--- src/hdl/rid_defines.svh ---
// Operation
// [RL1] add acc and file; c, nibble carry, z
// [RL2] and acc with file; z only
// [RL3] zero file register, set z
// [RL4] zero accumulator, set z
// [RL5] invert file register; z only
// [RL6] decrement file register; z only
// [RL7] decrement, skip next when zero
// [RL8] increment, skip next when zero
// [RL9] rotate left/right through carry; c only
// [RL10] or / xor acc with file; z
// [RL11] clear or set one file bit
// [RL12] test bit, skip if low
// [RL13] test bit, skip if high
// [RL14] call: push pc+1, page-latched target
// [RL15] jump: page-latched target, no push
// [RL16] add literal to acc; c, nibble carry, z
// [RL17] and/or/xor literal into acc; z
// [RL18] watchdog clear, both status bits set
// [RL19] standby entry updates both status bits
// [RL20] return with literal, pop stack
// [RL21] port read-modify-write uses pin levels
// [RL22] timer write clears its prescaler
// [RL23] interrupt return pops, sets irq enable
// [RL24] remaining byte and literal ops decoded
`ifndef RID_DEFINES_SVH
`define RID_DEFINES_SVH
`define RID_PC_RST      13'h0000
`define RID_ACC_RST     8'h00
`define RID_ADDR_TIMER  7'h01
`define RID_ADDR_PORT_A 7'h05
`define RID_ADDR_PORT_B 7'h06
`define RID_ADDR_PORT_C 7'h07
`define RID_F_MSB       6
`define RID_D_BIT       7
`define RID_B_LSB       7
`define RID_B_MSB       9
`define RID_K11_MSB     10
`define RID_PAGE_LSB    3
`define RID_PAGE_MSB    4
`endif

--- src/hdl/rid_pkg.sv ---
package rid_pkg;
    typedef enum logic [5:0] {
        o_nop, o_add_f, o_and_f, o_zero_f, o_zero_w, o_inv_f, o_dec_f, o_dec_skz, o_inc_f,
        o_inc_skz, o_or_f, o_mov_f, o_mov_wf, o_rol_f, o_ror_f, o_sub_f, o_swap_f, o_xor_f,
        o_bit_clr, o_bit_set, o_tst_low, o_tst_high, o_add_l, o_and_l, o_call, o_wdt_clr,
        o_jump, o_or_l, o_mov_l, o_irq_ret, o_ret_l, o_ret, o_standby, o_sub_l, o_xor_l
    } rid_op_t;

    // file register write port
    typedef struct packed {
        logic       en;
        logic [6:0] addr;
        logic [7:0] data;
    } rid_wr_t;

    // status flags; expiry and sleep bits are active low as in the status word
    typedef struct packed {
        logic carry;
        logic nibble_carry_flag;
        logic zero;
        logic watchdog_expiry_flag;
        logic sleep_entered_flag;
    } rid_flags_t;

    // alu answer with per-flag update enables
    typedef struct packed {
        logic [7:0] val;
        logic       c;
        logic       nc;
        logic       z;
        logic       c_en;
        logic       nc_en;
        logic       z_en;
        logic       skip;
    } rid_alu_t;
endpackage

--- src/hdl/rid_alu.sv ---
`timescale 1ns/1ns
`default_nettype none
module rid_alu import rid_pkg::*; (
    input  wire rid_op_t    op,
    input  wire logic [7:0] acc,
    input  wire logic [7:0] fval,
    input  wire logic [7:0] lit,
    input  wire logic [2:0] bsel,
    input  wire logic       c_in,
    output rid_alu_t        res
);
    // {carry, nibble carry, sum}
    function automatic logic [9:0] add8(input logic [7:0] a, input logic [7:0] b, input logic ci);
        logic [4:0] lo;
        logic [8:0] full;
        lo   = {1'b0, a[3:0]} + {1'b0, b[3:0]} + {4'h0, ci};
        full = {1'b0, a} + {1'b0, b} + {8'h00, ci};
        return {full[8], lo[4], full[7:0]};
    endfunction

    logic [9:0] s;

    // operation select and flag enables
    always_comb begin
        res   = '0;
        res.c = c_in;
        s     = '0;
        case (op)
            o_add_f:    begin s = add8(acc, fval, 1'b0); res.val = s[7:0]; res.c = s[9]; res.nc = s[8]; end // RL1
            o_sub_f:    begin s = add8(fval, ~acc, 1'b1); res.val = s[7:0]; res.c = s[9]; res.nc = s[8]; end
            o_add_l:    begin s = add8(acc, lit, 1'b0); res.val = s[7:0]; res.c = s[9]; res.nc = s[8]; end // RL16
            o_sub_l:    begin s = add8(lit, ~acc, 1'b1); res.val = s[7:0]; res.c = s[9]; res.nc = s[8]; end
            o_and_f:    res.val = acc & fval; // RL2
            o_or_f:     res.val = acc | fval; // RL10
            o_xor_f:    res.val = acc ^ fval; // RL10
            o_and_l:    res.val = acc & lit; // RL17
            o_or_l:     res.val = acc | lit; // RL17
            o_xor_l:    res.val = acc ^ lit; // RL17
            o_inv_f:    res.val = ~fval; // RL5
            o_dec_f,
            o_dec_skz:  res.val = fval - 8'h01; // RL6 RL7
            o_inc_f,
            o_inc_skz:  res.val = fval + 8'h01; // RL8
            o_mov_f:    res.val = fval;
            o_mov_wf:   res.val = acc;
            o_mov_l,
            o_ret_l:    res.val = lit; // RL20
            o_swap_f:   res.val = {fval[3:0], fval[7:4]};
            o_rol_f:    begin res.val = {fval[6:0], c_in}; res.c = fval[7]; end // RL9
            o_ror_f:    begin res.val = {c_in, fval[7:1]}; res.c = fval[0]; end // RL9
            o_bit_clr:  res.val = fval & ~(8'h01 << bsel); // RL11
            o_bit_set:  res.val = fval | (8'h01 << bsel); // RL11
            o_tst_low:  res.skip = ~fval[bsel]; // RL12
            o_tst_high: res.skip = fval[bsel]; // RL13
            default:    res.val = 8'h00; // RL3 RL4
        endcase
        res.z = (res.val == 8'h00);
        if (op == o_dec_skz || op == o_inc_skz) begin
            res.skip = res.z; // RL7 RL8
        end
        res.c_en  = (op inside {o_add_f, o_sub_f, o_add_l, o_sub_l, o_rol_f, o_ror_f});
        res.nc_en = (op inside {o_add_f, o_sub_f, o_add_l, o_sub_l});
        res.z_en  = (op inside {o_add_f, o_sub_f, o_add_l, o_sub_l, o_and_f, o_or_f, o_xor_f,
                                o_and_l, o_or_l, o_xor_l, o_inv_f, o_dec_f, o_inc_f, o_mov_f,
                                o_zero_f, o_zero_w});
    end
endmodule
`default_nettype wire

--- src/hdl/rid_core.sv ---
`timescale 1ns/1ns
`default_nettype none
`include "rid_defines.svh"
module rid_core import rid_pkg::*; #(
    parameter int STACK_DEPTH = 8
) (
    input  wire logic        mclk,
    input  wire logic        rst,
    input  wire logic        ce,
    input  wire logic [13:0] instr_word,
    output logic      [12:0] prog_addr,
    output logic      [6:0]  file_raddr,
    input  wire logic [7:0]  file_rdata,
    input  wire logic [7:0]  pin_rdata,
    input  wire logic [4:0]  page_latch,
    input  wire logic        presc_on_timer,
    input  wire logic        gie_clear,
    output rid_wr_t          file_wr,
    output logic      [7:0]  acc,
    output rid_flags_t       flags,
    output logic             global_irq_enable,
    output logic             wdt_clr,
    output logic             presc_clr,
    output logic             sleep_req
);
    localparam int SPW = $clog2(STACK_DEPTH);

    rid_op_t          op;
    rid_op_t          op_x;
    rid_alu_t         alu;
    rid_wr_t          wr_q;
    rid_flags_t       flg_q;
    logic [12:0]      pc_q;
    logic [12:0]      pc_inc;
    logic [12:0]      pc_d;
    logic [12:0]      target;
    logic [12:0]      stk_q [STACK_DEPTH];
    logic [SPW-1:0]   sp_q;
    logic [7:0]       acc_q;
    logic [7:0]       fval;
    logic             flush_q;
    logic             flush_adv_q;
    logic             gie_q;
    logic             wdt_clr_q;
    logic             presc_clr_q;
    logic             sleep_q;
    logic             is_branch;
    logic             is_pop;
    logic             wr_file;
    logic             wr_acc;

    // instruction word to operation
    function automatic rid_op_t decode(input logic [13:0] w);
        casez (w)
            14'b00_0111_????_????: return o_add_f; // RL1
            14'b00_0101_????_????: return o_and_f; // RL2
            14'b00_0001_1???_????: return o_zero_f; // RL3
            14'b00_0001_0???_????: return o_zero_w; // RL4
            14'b00_1001_????_????: return o_inv_f; // RL5
            14'b00_0011_????_????: return o_dec_f; // RL6
            14'b00_1011_????_????: return o_dec_skz; // RL7
            14'b00_1010_????_????: return o_inc_f; // RL24
            14'b00_1111_????_????: return o_inc_skz; // RL8
            14'b00_0100_????_????: return o_or_f; // RL10
            14'b00_1000_????_????: return o_mov_f; // RL24
            14'b00_0000_1???_????: return o_mov_wf; // RL24
            14'b00_0000_0110_0100: return o_wdt_clr; // RL18
            14'b00_0000_0110_0011: return o_standby; // RL19
            14'b00_0000_0000_1001: return o_irq_ret; // RL23
            14'b00_0000_0000_1000: return o_ret; // RL24
            14'b00_1101_????_????: return o_rol_f; // RL9
            14'b00_1100_????_????: return o_ror_f; // RL9
            14'b00_0010_????_????: return o_sub_f; // RL24
            14'b00_1110_????_????: return o_swap_f; // RL24
            14'b00_0110_????_????: return o_xor_f; // RL10
            14'b01_00??_????_????: return o_bit_clr; // RL11
            14'b01_01??_????_????: return o_bit_set; // RL11
            14'b01_10??_????_????: return o_tst_low; // RL12
            14'b01_11??_????_????: return o_tst_high; // RL13
            14'b11_111?_????_????: return o_add_l; // RL16
            14'b11_1001_????_????: return o_and_l; // RL17
            14'b11_1000_????_????: return o_or_l; // RL17
            14'b11_1010_????_????: return o_xor_l; // RL17
            14'b11_00??_????_????: return o_mov_l; // RL24
            14'b11_01??_????_????: return o_ret_l; // RL20
            14'b11_110?_????_????: return o_sub_l; // RL24
            14'b10_0???_????_????: return o_call; // RL14
            14'b10_1???_????_????: return o_jump; // RL15
            default:               return o_nop;
        endcase
    endfunction

    // decode; a flushed slot runs as a no-operation
    assign op   = decode(instr_word);
    assign op_x = flush_q ? o_nop : op;

    // operand fetch: pending write bypass, then port pins
    assign file_raddr = instr_word[`RID_F_MSB:0];
    always_comb begin
        fval = file_rdata;
        if (wr_q.en && wr_q.addr == file_raddr) begin
            fval = wr_q.data;
        end
        if (file_raddr inside {`RID_ADDR_PORT_A, `RID_ADDR_PORT_B, `RID_ADDR_PORT_C}) begin
            fval = pin_rdata; // RL21
        end
    end

    rid_alu u_alu (
        .op   (op_x),
        .acc  (acc_q),
        .fval (fval),
        .lit  (instr_word[7:0]),
        .bsel (instr_word[`RID_B_MSB:`RID_B_LSB]),
        .c_in (flg_q.carry),
        .res  (alu)
    );

    // destination select from the d bit
    always_comb begin
        wr_file = 1'b0;
        wr_acc  = 1'b0;
        case (op_x)
            o_add_f, o_and_f, o_inv_f, o_dec_f, o_dec_skz, o_inc_f, o_inc_skz, o_or_f,
            o_mov_f, o_rol_f, o_ror_f, o_sub_f, o_swap_f, o_xor_f: begin
                wr_file = instr_word[`RID_D_BIT];
                wr_acc  = ~instr_word[`RID_D_BIT];
            end
            o_zero_f, o_mov_wf, o_bit_clr, o_bit_set: wr_file = 1'b1; // RL3 RL11
            o_zero_w, o_add_l, o_and_l, o_or_l, o_xor_l, o_mov_l, o_ret_l, o_sub_l: wr_acc = 1'b1; // RL4 RL20
            default: begin
                wr_file = 1'b0;
                wr_acc  = 1'b0;
            end
        endcase
    end

    // next program counter
    assign pc_inc    = pc_q + 13'h0001;
    assign target    = {page_latch[`RID_PAGE_MSB:`RID_PAGE_LSB], instr_word[`RID_K11_MSB:0]};
    assign is_pop    = (op_x inside {o_ret, o_ret_l, o_irq_ret});
    assign is_branch = (op_x inside {o_call, o_jump}) || is_pop;
    always_comb begin
        if (flush_q) begin
            pc_d = flush_adv_q ? pc_inc : pc_q;
        end else if (op_x == o_call || op_x == o_jump) begin
            pc_d = target; // RL14 RL15
        end else if (is_pop) begin
            pc_d = stk_q[sp_q - SPW'(1)]; // RL20 RL23
        end else begin
            pc_d = pc_inc;
        end
    end

    // program counter and dummy-cycle tracking
    always_ff @(posedge mclk) begin
        if (rst) begin
            pc_q        <= `RID_PC_RST;
            flush_q     <= 1'b0;
            flush_adv_q <= 1'b0;
        end else if (ce) begin
            pc_q        <= pc_d;
            flush_q     <= is_branch || alu.skip; // RL7 RL8 RL12 RL13
            flush_adv_q <= alu.skip;
        end
    end

    // return stack, circular
    always_ff @(posedge mclk) begin
        if (rst) begin
            sp_q <= '0;
            for (int i = 0; i < STACK_DEPTH; i++) begin
                stk_q[i] <= '0;
            end
        end else if (ce) begin
            if (op_x == o_call) begin
                stk_q[sp_q] <= pc_inc; // RL14
                sp_q        <= sp_q + SPW'(1);
            end else if (is_pop) begin
                sp_q <= sp_q - SPW'(1); // RL20 RL23
            end
        end
    end

    // accumulator
    always_ff @(posedge mclk) begin
        if (rst) begin
            acc_q <= `RID_ACC_RST;
        end else if (ce && wr_acc) begin
            acc_q <= alu.val;
        end
    end

    // file register write, one cycle after execute
    always_ff @(posedge mclk) begin
        if (rst) begin
            wr_q <= '0;
        end else if (ce) begin
            wr_q.en   <= wr_file;
            wr_q.addr <= file_raddr;
            wr_q.data <= alu.val;
        end
    end

    // arithmetic flags and the two power status bits
    always_ff @(posedge mclk) begin
        if (rst) begin
            flg_q <= '{carry: 1'b0, nibble_carry_flag: 1'b0, zero: 1'b0,
                       watchdog_expiry_flag: 1'b1, sleep_entered_flag: 1'b1};
        end else if (ce) begin
            if (alu.c_en) flg_q.carry <= alu.c; // RL1 RL9 RL16
            if (alu.nc_en) flg_q.nibble_carry_flag <= alu.nc; // RL1 RL16
            if (alu.z_en) flg_q.zero <= alu.z; // RL2 RL5 RL6 RL10 RL17
            if (op_x == o_wdt_clr) begin
                flg_q.watchdog_expiry_flag <= 1'b1; // RL18
                flg_q.sleep_entered_flag   <= 1'b1;
            end else if (op_x == o_standby) begin
                flg_q.watchdog_expiry_flag <= 1'b1; // RL19
                flg_q.sleep_entered_flag   <= 1'b0;
            end
        end
    end

    // side-effect pulses and global irq enable; set wins over clear
    always_ff @(posedge mclk) begin
        if (rst) begin
            gie_q       <= 1'b0;
            wdt_clr_q   <= 1'b0;
            presc_clr_q <= 1'b0;
            sleep_q     <= 1'b0;
        end else if (ce) begin
            if (op_x == o_irq_ret) begin
                gie_q <= 1'b1; // RL23
            end else if (gie_clear) begin
                gie_q <= 1'b0;
            end
            wdt_clr_q   <= (op_x == o_wdt_clr) || (op_x == o_standby); // RL18 RL19
            presc_clr_q <= wr_file && file_raddr == `RID_ADDR_TIMER && presc_on_timer; // RL22
            sleep_q     <= (op_x == o_standby);
        end
    end

    assign prog_addr         = pc_q;
    assign file_wr           = wr_q;
    assign acc               = acc_q;
    assign flags             = flg_q;
    assign global_irq_enable = gie_q;
    assign wdt_clr           = wdt_clr_q;
    assign presc_clr         = presc_clr_q;
    assign sleep_req         = sleep_q;
endmodule
`default_nettype wire

--- config.mk ---
export PLATFORM = sky130hd
export DESIGN_NAME = rid_core
export DESIGN_NICKNAME = d
export VERILOG_FILES = /design/src/hdl/rid_pkg.sv /design/src/hdl/rid_alu.sv /design/src/hdl/rid_core.sv
export VERILOG_INCLUDE_DIRS = /design/src /design/src/hdl
export SDC_FILE = /design/constraint.sdc
export NUM_CORES = 1
export LEC_CHECK = 0
export ABC_AREA = 1
export BUFFER_PORTS_ARGS = -buffer_cell sky130_fd_sc_hd__buf_2
export CAP_MARGIN = 20
export CORE_MARGIN = 4
export CORE_UTILIZATION = 33
export DETAILED_ROUTE_END_ITERATION = 10
export GPL_TIMING_DRIVEN = 0
export PLACE_DENSITY = 0.53
export SLEW_MARGIN = 20
export SYNTH_ARGS = -nofsm -noshare
export SYNTH_HDL_FRONTEND = slang
export SYNTH_SLANG_ARGS = --single-unit
--- constraint.sdc ---
create_clock -name mclk -period 7.5 [get_ports mclk]
set_input_delay 1.5 -clock mclk [delete_from_list [all_inputs] [get_ports mclk]]
set_output_delay 1.5 -clock mclk [all_outputs]
set_load 0.005 [all_outputs]
======== Yosys cells after proc, flatten, opt, wreduce, memory -nomap -nowiden ========
Memory sizes are Yosys's and may differ from the RTL's.
Cells that the tools add are included.
operators by class
  shift-type cells ........................ 1
  magnitude comparators ................... 1
  reduce and logical (&&, ||, !) cells .... 33
  eq/ne operators ......................... 74
  muxes and demuxes ....................... 32
  add/subtract/negate cells ............... 17
  bitwise logic cells ..................... 13
operators by type and width
  operator             number
  $pmux 6 s34          1
  $pmux 8 s21          1
  $eq 6x4->1 const B   16
  $eq 6x5->1 const B   16
  $mux 13              5
  $eq 6x3->1 const B   8
  $add 8x8->9          4
  $eq 6x6->1 const B   6
  $eq 14x4->1 const B  2
  $eq 14x7->1 const B  2
  $and 8x8->8          3
  $eq 6x2->1 const B   4
  $not 8->8            3
  $or 8x8->8           3
  $eq 7x3->1 const B   3
  $add 4x4->5          4
  $add 9x1->9 const B  2
  $eq 4x3->1 const B   4
  $mux 8               2
  $reduce_bool 16->1   1
  $xor 8x8->8          2
  $eq 7x1->1 const B   2
  $eq 7x2->1 const B   2
  $reduce_and 2->1     7
  other kinds (35)     68
storage, ports and cells
  register bits ........................... 51
  word-level logic and storage cells ...... 189
  memories ................................ 1
  RAM bits ................................ 104
memories
  name   words  width  read ports  clocked after memory_dff  wr ports  line            source
  stk_q  8      13     1           0                         8         rid_core.sv:37  logic [12:0] stk_q [STACK_DEPTH];

======== Depth between registers and ports, before layout ========
  depth in word-level cells ............... 10
  mapped depth ............................ 33

======== Hierarchy ========
Synthesis repeated with hierarchy kept, for this count alone.
second synthesis, totals
  cells, all modules ...................... 1782
  area, all modules ....................... 12401.9 um2
by module, submodules not included
  module    instances  seq. area each (um2)  cells each  area an instance (um2)
  rid_core  1          4124.0                999         8396.8
  rid_alu   1          0.0                   783         4005.1

======== Least setup slack after synthesis ========
OpenSTA, ideal clock, no wires.
  kind .................................... in2reg
  from .................................... input instr_word[8]
  to ...................................... register flush_q
  data arrival time ....................... 4.800 ns
  cell stages on the path ................. 32
  path buffers ............................ 1
  required time ........................... 7.444 ns
  path slack .............................. 2.644 ns
  cells stage by stage .................... buf_4 > nor2_4 > inv_2 > nor2_4 > nand2_1 > nand2_1 > nor2_2 > nand2_4 > nand2_2 > nand3_1 > nor2_1 > o21ai_1 > ha_1 > nand2_1 > nor2_1 > a211oi_1 > inv_1 > a21oi_1 > nor2_1 > nor2_1 > xnor2_1 > nand2_1 > nand2_1 > nor2_1 > nand2_1 > nor2_1 > nand3_1 > nor2_1 > nand3_1 > nand3_1 > nand2_1 > inv_1
between the ends
  word-level cells in the longest chain between the ends .. 9
  elaborated cells on any way between the ends .. 75
  those cells by class .................... eq/ne (54); shift (1); mux (7); bitwise (4); reduce/logical (9)
ends and longest elaborated chain
  item                                       line                            source
  from (decl)                                rid_core.sv:10                  input wire logic [13:0] instr_word,
  $eq 14x4->1, or another cell as far along  rid_core.sv:54                  casez (w)
  $pmux 6 s34                                rid_core.sv:54
  $mux 6                                     rid_core.sv:95                  assign op_x = flush_q ? o_nop : op;
  $eq 6x5->1, or another cell as far along   rid_alu.sv:28, rid_core.sv:141
  $reduce_or 2->1                            rid_alu.sv:28                   case (op)
  $pmux 8 s21                                rid_alu.sv:28
  $logic_not 8->1                            rid_alu.sv:57                   res.z = (res.val == 8'h00);
  $mux 1                                     rid_alu.sv:58                   if (op == o_dec_skz || op == o_inc_skz) begin
  $logic_or 1x1->1 (*)                       rid_core.sv:163                 flush_q <= is_branch || alu.skip;
  to (signal assigned)                       rid_core.sv:163
  to (decl)                                  rid_core.sv:41                  logic flush_q;
Mark *: on every way between the ends. The rest lies on a longest branch, timed or not. The select of a mux whose other input is x is not followed.
A chain may end at the register's enable or synchronous reset.

======== Final worst setup path ========
  from .................................... input instr_word[4]
  to ...................................... register flush_q
between the ends
  word-level cells in the longest chain between the ends .. 10
  elaborated cells on any way between the ends .. 76
  those cells by class .................... add/sub (8); eq/ne (38); mux (9); bitwise (10); reduce/logical (11)
ends and longest elaborated chain
  item                                           line                                         source
  $eq 7x7->1                                     rid_core.sv:101                              if (wr_q.en && wr_q.addr == file_raddr) begin
  $logic_and 1x1->1                              rid_core.sv:101
  $mux 8                                         rid_core.sv:101
  $mux 8                                         rid_core.sv:104                              if (file_raddr inside {`RID_ADDR_PORT_A, `RID_ADDR_PORT_B, `RID_ADDR_PORT_C}) begin
  $add 8x8->9 or $bmux 1 s3 (tied branches)      rid_alu.sv:17, rid_alu.sv:53, rid_alu.sv:54
  $add 9x1->9 or $mux 1 (tied branches)          rid_alu.sv:17, rid_alu.sv:53, rid_alu.sv:54
  $pmux 8 s21 or $not 1->1 (tied branches)       rid_alu.sv:28, rid_alu.sv:53
  $logic_not 8->1 or $pmux 1 s2 (tied branches)  rid_alu.sv:57, rid_alu.sv:28
  $mux 1                                         rid_alu.sv:58
  $logic_or 1x1->1 (*)                           rid_core.sv:163
Marks and branches as above.

==> flow_summary.yaml <==
status:
  status: "complete, no violations"
floorplan:
  start_util_pct: 33.42
  num_rows: 69
  dieArea_sq_um: 39030
  die_h_microns: 197.6
  ios: 93
  die_w_microns: 197.6
  fp.coreArea_sq_um: 35480
cts:
  clk_transition_reported_paths_ns: 0.07
  clock-root-buffer: "clkbuf_16"
  clk_path_buf_depth: 2
  clk_latency_ns: 0.43
  cts.sinks: 154
  htree_levels: 4
  cts-buffers-inserted: 17
  post-cts-setup-buffers: 0
  cts_resized: 0
  cts_tree: "built"
  hold_buffers: 0
placement:
  post-place-ws_ns: 0.8110
  dpl.hpwl_mm: 36.86
  port_buffers: 83
  place_inst: 2214
  gp_congestion: 1.008
cells_and_area:
  layout-drive-gt1-share_pct: 13.45
  nets: 1869
  layout_commonest_cell: "nand2_1"
  stdcell_count: 2246
  antenna_cells: 0
  final.fill_count: 3777
  area_delta_synth_final_pct: 13.87
  final_cell_mix: "nand2_1, nor2_1, nand3_1"
logic_synthesis:
  async_reset_ff_share_pct: 0
  synth_ff_type: "edfxtp_1"
  syn_area_sq_um: 11860
  ys_seq_elements: 154
  yosys.area.top_type: "edfxtp_1"
  yosysSeqAreaShare_pct: 34.78
  yosysWarnings: 0
  synthTopCellsByArea: "edfxtp_1, nand2_1, dfxtp_1"
  synth_area_per_cell_sq_um: 7.100
  postSynthCellCount: 1670
  syn-num-nets: 1767
  synth_top_area_share_pct: 26.34
  ys_types: 56
  synth-edff-count: 104
setup_path:
  endpoint_kind: "flip-flop"
  critical-path-top-delay-family: "simple AND/OR/NAND/NOR gates"
  cpMostUsedCell: "nand3_1"
  critPathBufInv: 5
  start_kind: "input pin"
  crit_fanout: 9
  critPathKind: "in -> reg"
  critical_path_arrival_ns: 6.69
  slowest_delay_ns: 0.57
  cp_slowest_cell: "nor3_2"
  required_ns: 7.89
route:
  vias: 12160
  wl_per_cell_microns: 21.44
  drt_iter0_drc: 1161
  drt_wl_total_mm: 48.16
  ant_nets: 0
  drtPass1Iterations: 5
  vias_per_cell: 5.415
  route.detailed.drc: 0
global_route:
  grt_pass1_vias: 11660
  grt_overflow: 0
  antenna_found_initial: 0
  grt_pass1_wl_mm: 72.15
  grt_usage_pct: 24.18
  grt_max_degree: 17
sta:
  holdWs_ns: 0.4647
  final.setup.tns_ns: 0
  rsz0062_at_grt: "no"
  skew_ns: 0.01340
  setup_viol: 0
  period_minus_slack_ns: 6.303
  maxSlewHeadroom_pct: 23.81
  tightest_slew_ns: 1.131
  slew_violations: 0
  fin_ws_ns: 1.197
  finalHoldViolations: 0
  clock.fmax_ghz: 0.1587
  period_share_pct: 84.04
power_and_ir_drop:
  pwr_density_cell_nw_per_um2: 204.3
  ir_drop_uv: 172.6
  power_leakage_nw: 6.079
min_path:
  min_path_type: "reg -> reg"
job:
  maxCapViolCount: 0
==> state kept, by name, summed over array words and instances, names as in the netlist, 3 cells and up <==
register and cells:
acc 8, file_wr 16, flags 4, prog_addr 13
sp_q 3, stk_q 104
==> worst min-delay path, cell delays in order (launching register included) <==
cell and delay (ns):
dfxtp_1 0.31, nand2_1 0.06, a21oi_1 0.05
==> final timing paths <==
kind,start,endpoint,slack (ns),cells after the start
worst min register to register,global_irq_enable$_SDFFE_PP0P_,global_irq_enable$_SDFFE_PP0P_,0.46,2
worst min-delay path,global_irq_enable$_SDFFE_PP0P_,global_irq_enable$_SDFFE_PP0P_,0.46,2
worst max register to register,file_wr[9]$_SDFFE_PP0P_,flush_q$_SDFFE_PP0P_,2.79,26
worst max-delay path,instr_word[4],flush_q$_SDFFE_PP0P_,1.20,25
==> cell usage after synthesis (7+ instances only) <==
library cell / number
nor2_1: 221
xor2_1: 22
a21oi_1: 129
inv_1: 125
nor3_1: 7
buf_2: 11
xnor2_1: 9
nand2_4: 7
ha_1: 52
a221oi_1: 28
o21ai_1: 19
nand2_2: 16
o211ai_1: 11
nand3b_1: 8
nand3_1: 139
clkbuf_1: 42
o21ai_0: 51
dfxtp_1: 50
nand2_1: 445
nor2_4: 10
inv_2: 17
nor2_2: 19
o311ai_1: 8
nand4_1: 24
buf_4: 13
buf_6: 8
edfxtp_1: 104
==> cell families (layout without fill, tap and decap cells) <==
group / after synthesis / after routing / share of synthesized area, %
and+or+nand+nor: 923 / 923 / 34.57
AOI/OAI and AO/OA: 277 / 277 / 13.77
buffers and inverters: 227 / 342 / 8.230
DFF: 154 / 154 / 34.78
adders and majority gates: 57 / 57 / 6.331
xor gates and xnor gates: 31 / 31 / 2.290
other: 1 / 1 / 0.03163
==> layout make-up <==
cell class              count  area [sq um]  share of cell area [%]
well taps                 461         576.8                   4.272
multi-input cells        1289          6758                   50.05
clock inverters            15         226.5                   1.677
inverters                 148         555.5                   4.115
repair buffers             83         415.4                   3.077
plain buffers              79         420.4                   3.114
flip-flops and latches    154          4124                   30.54
clock buffers              17         425.4                   3.151
==> power by group <==
group,internal [mW],switching (mW)
clock network,0.572,0.397
logic,0.239,0.553
registers,0.946,0.0516
==> layer usage <==
| layer | vias to the layer above | GRT usage [%] | wire length, microns |
|---|---|---|---|
| met2 | 550 | 39.50 | 22140 |
| met1 | 5712 | 32.13 | 20220 |
| met5 | - | 0 | 0 |
| li1 | 5785 | - | - |
| met4 | 0 | 10.02 | 2252 |
| met3 | 115 | 3.582 | 3552 |
==> stage by stage <==
stage          cell area [sq um]  power [mW]  utilization, %
6_report                   13500       2.759           38.05
5_1_grt                    13500       2.891           38.05
4_1_cts                    13500       2.756           38.05
3_5_place_dp               12850       1.793           36.21
3_3_place_gp               12850       1.791           36.21
2_1_floorplan              11860       1.512               -
(Power assumes the default switching activity.)
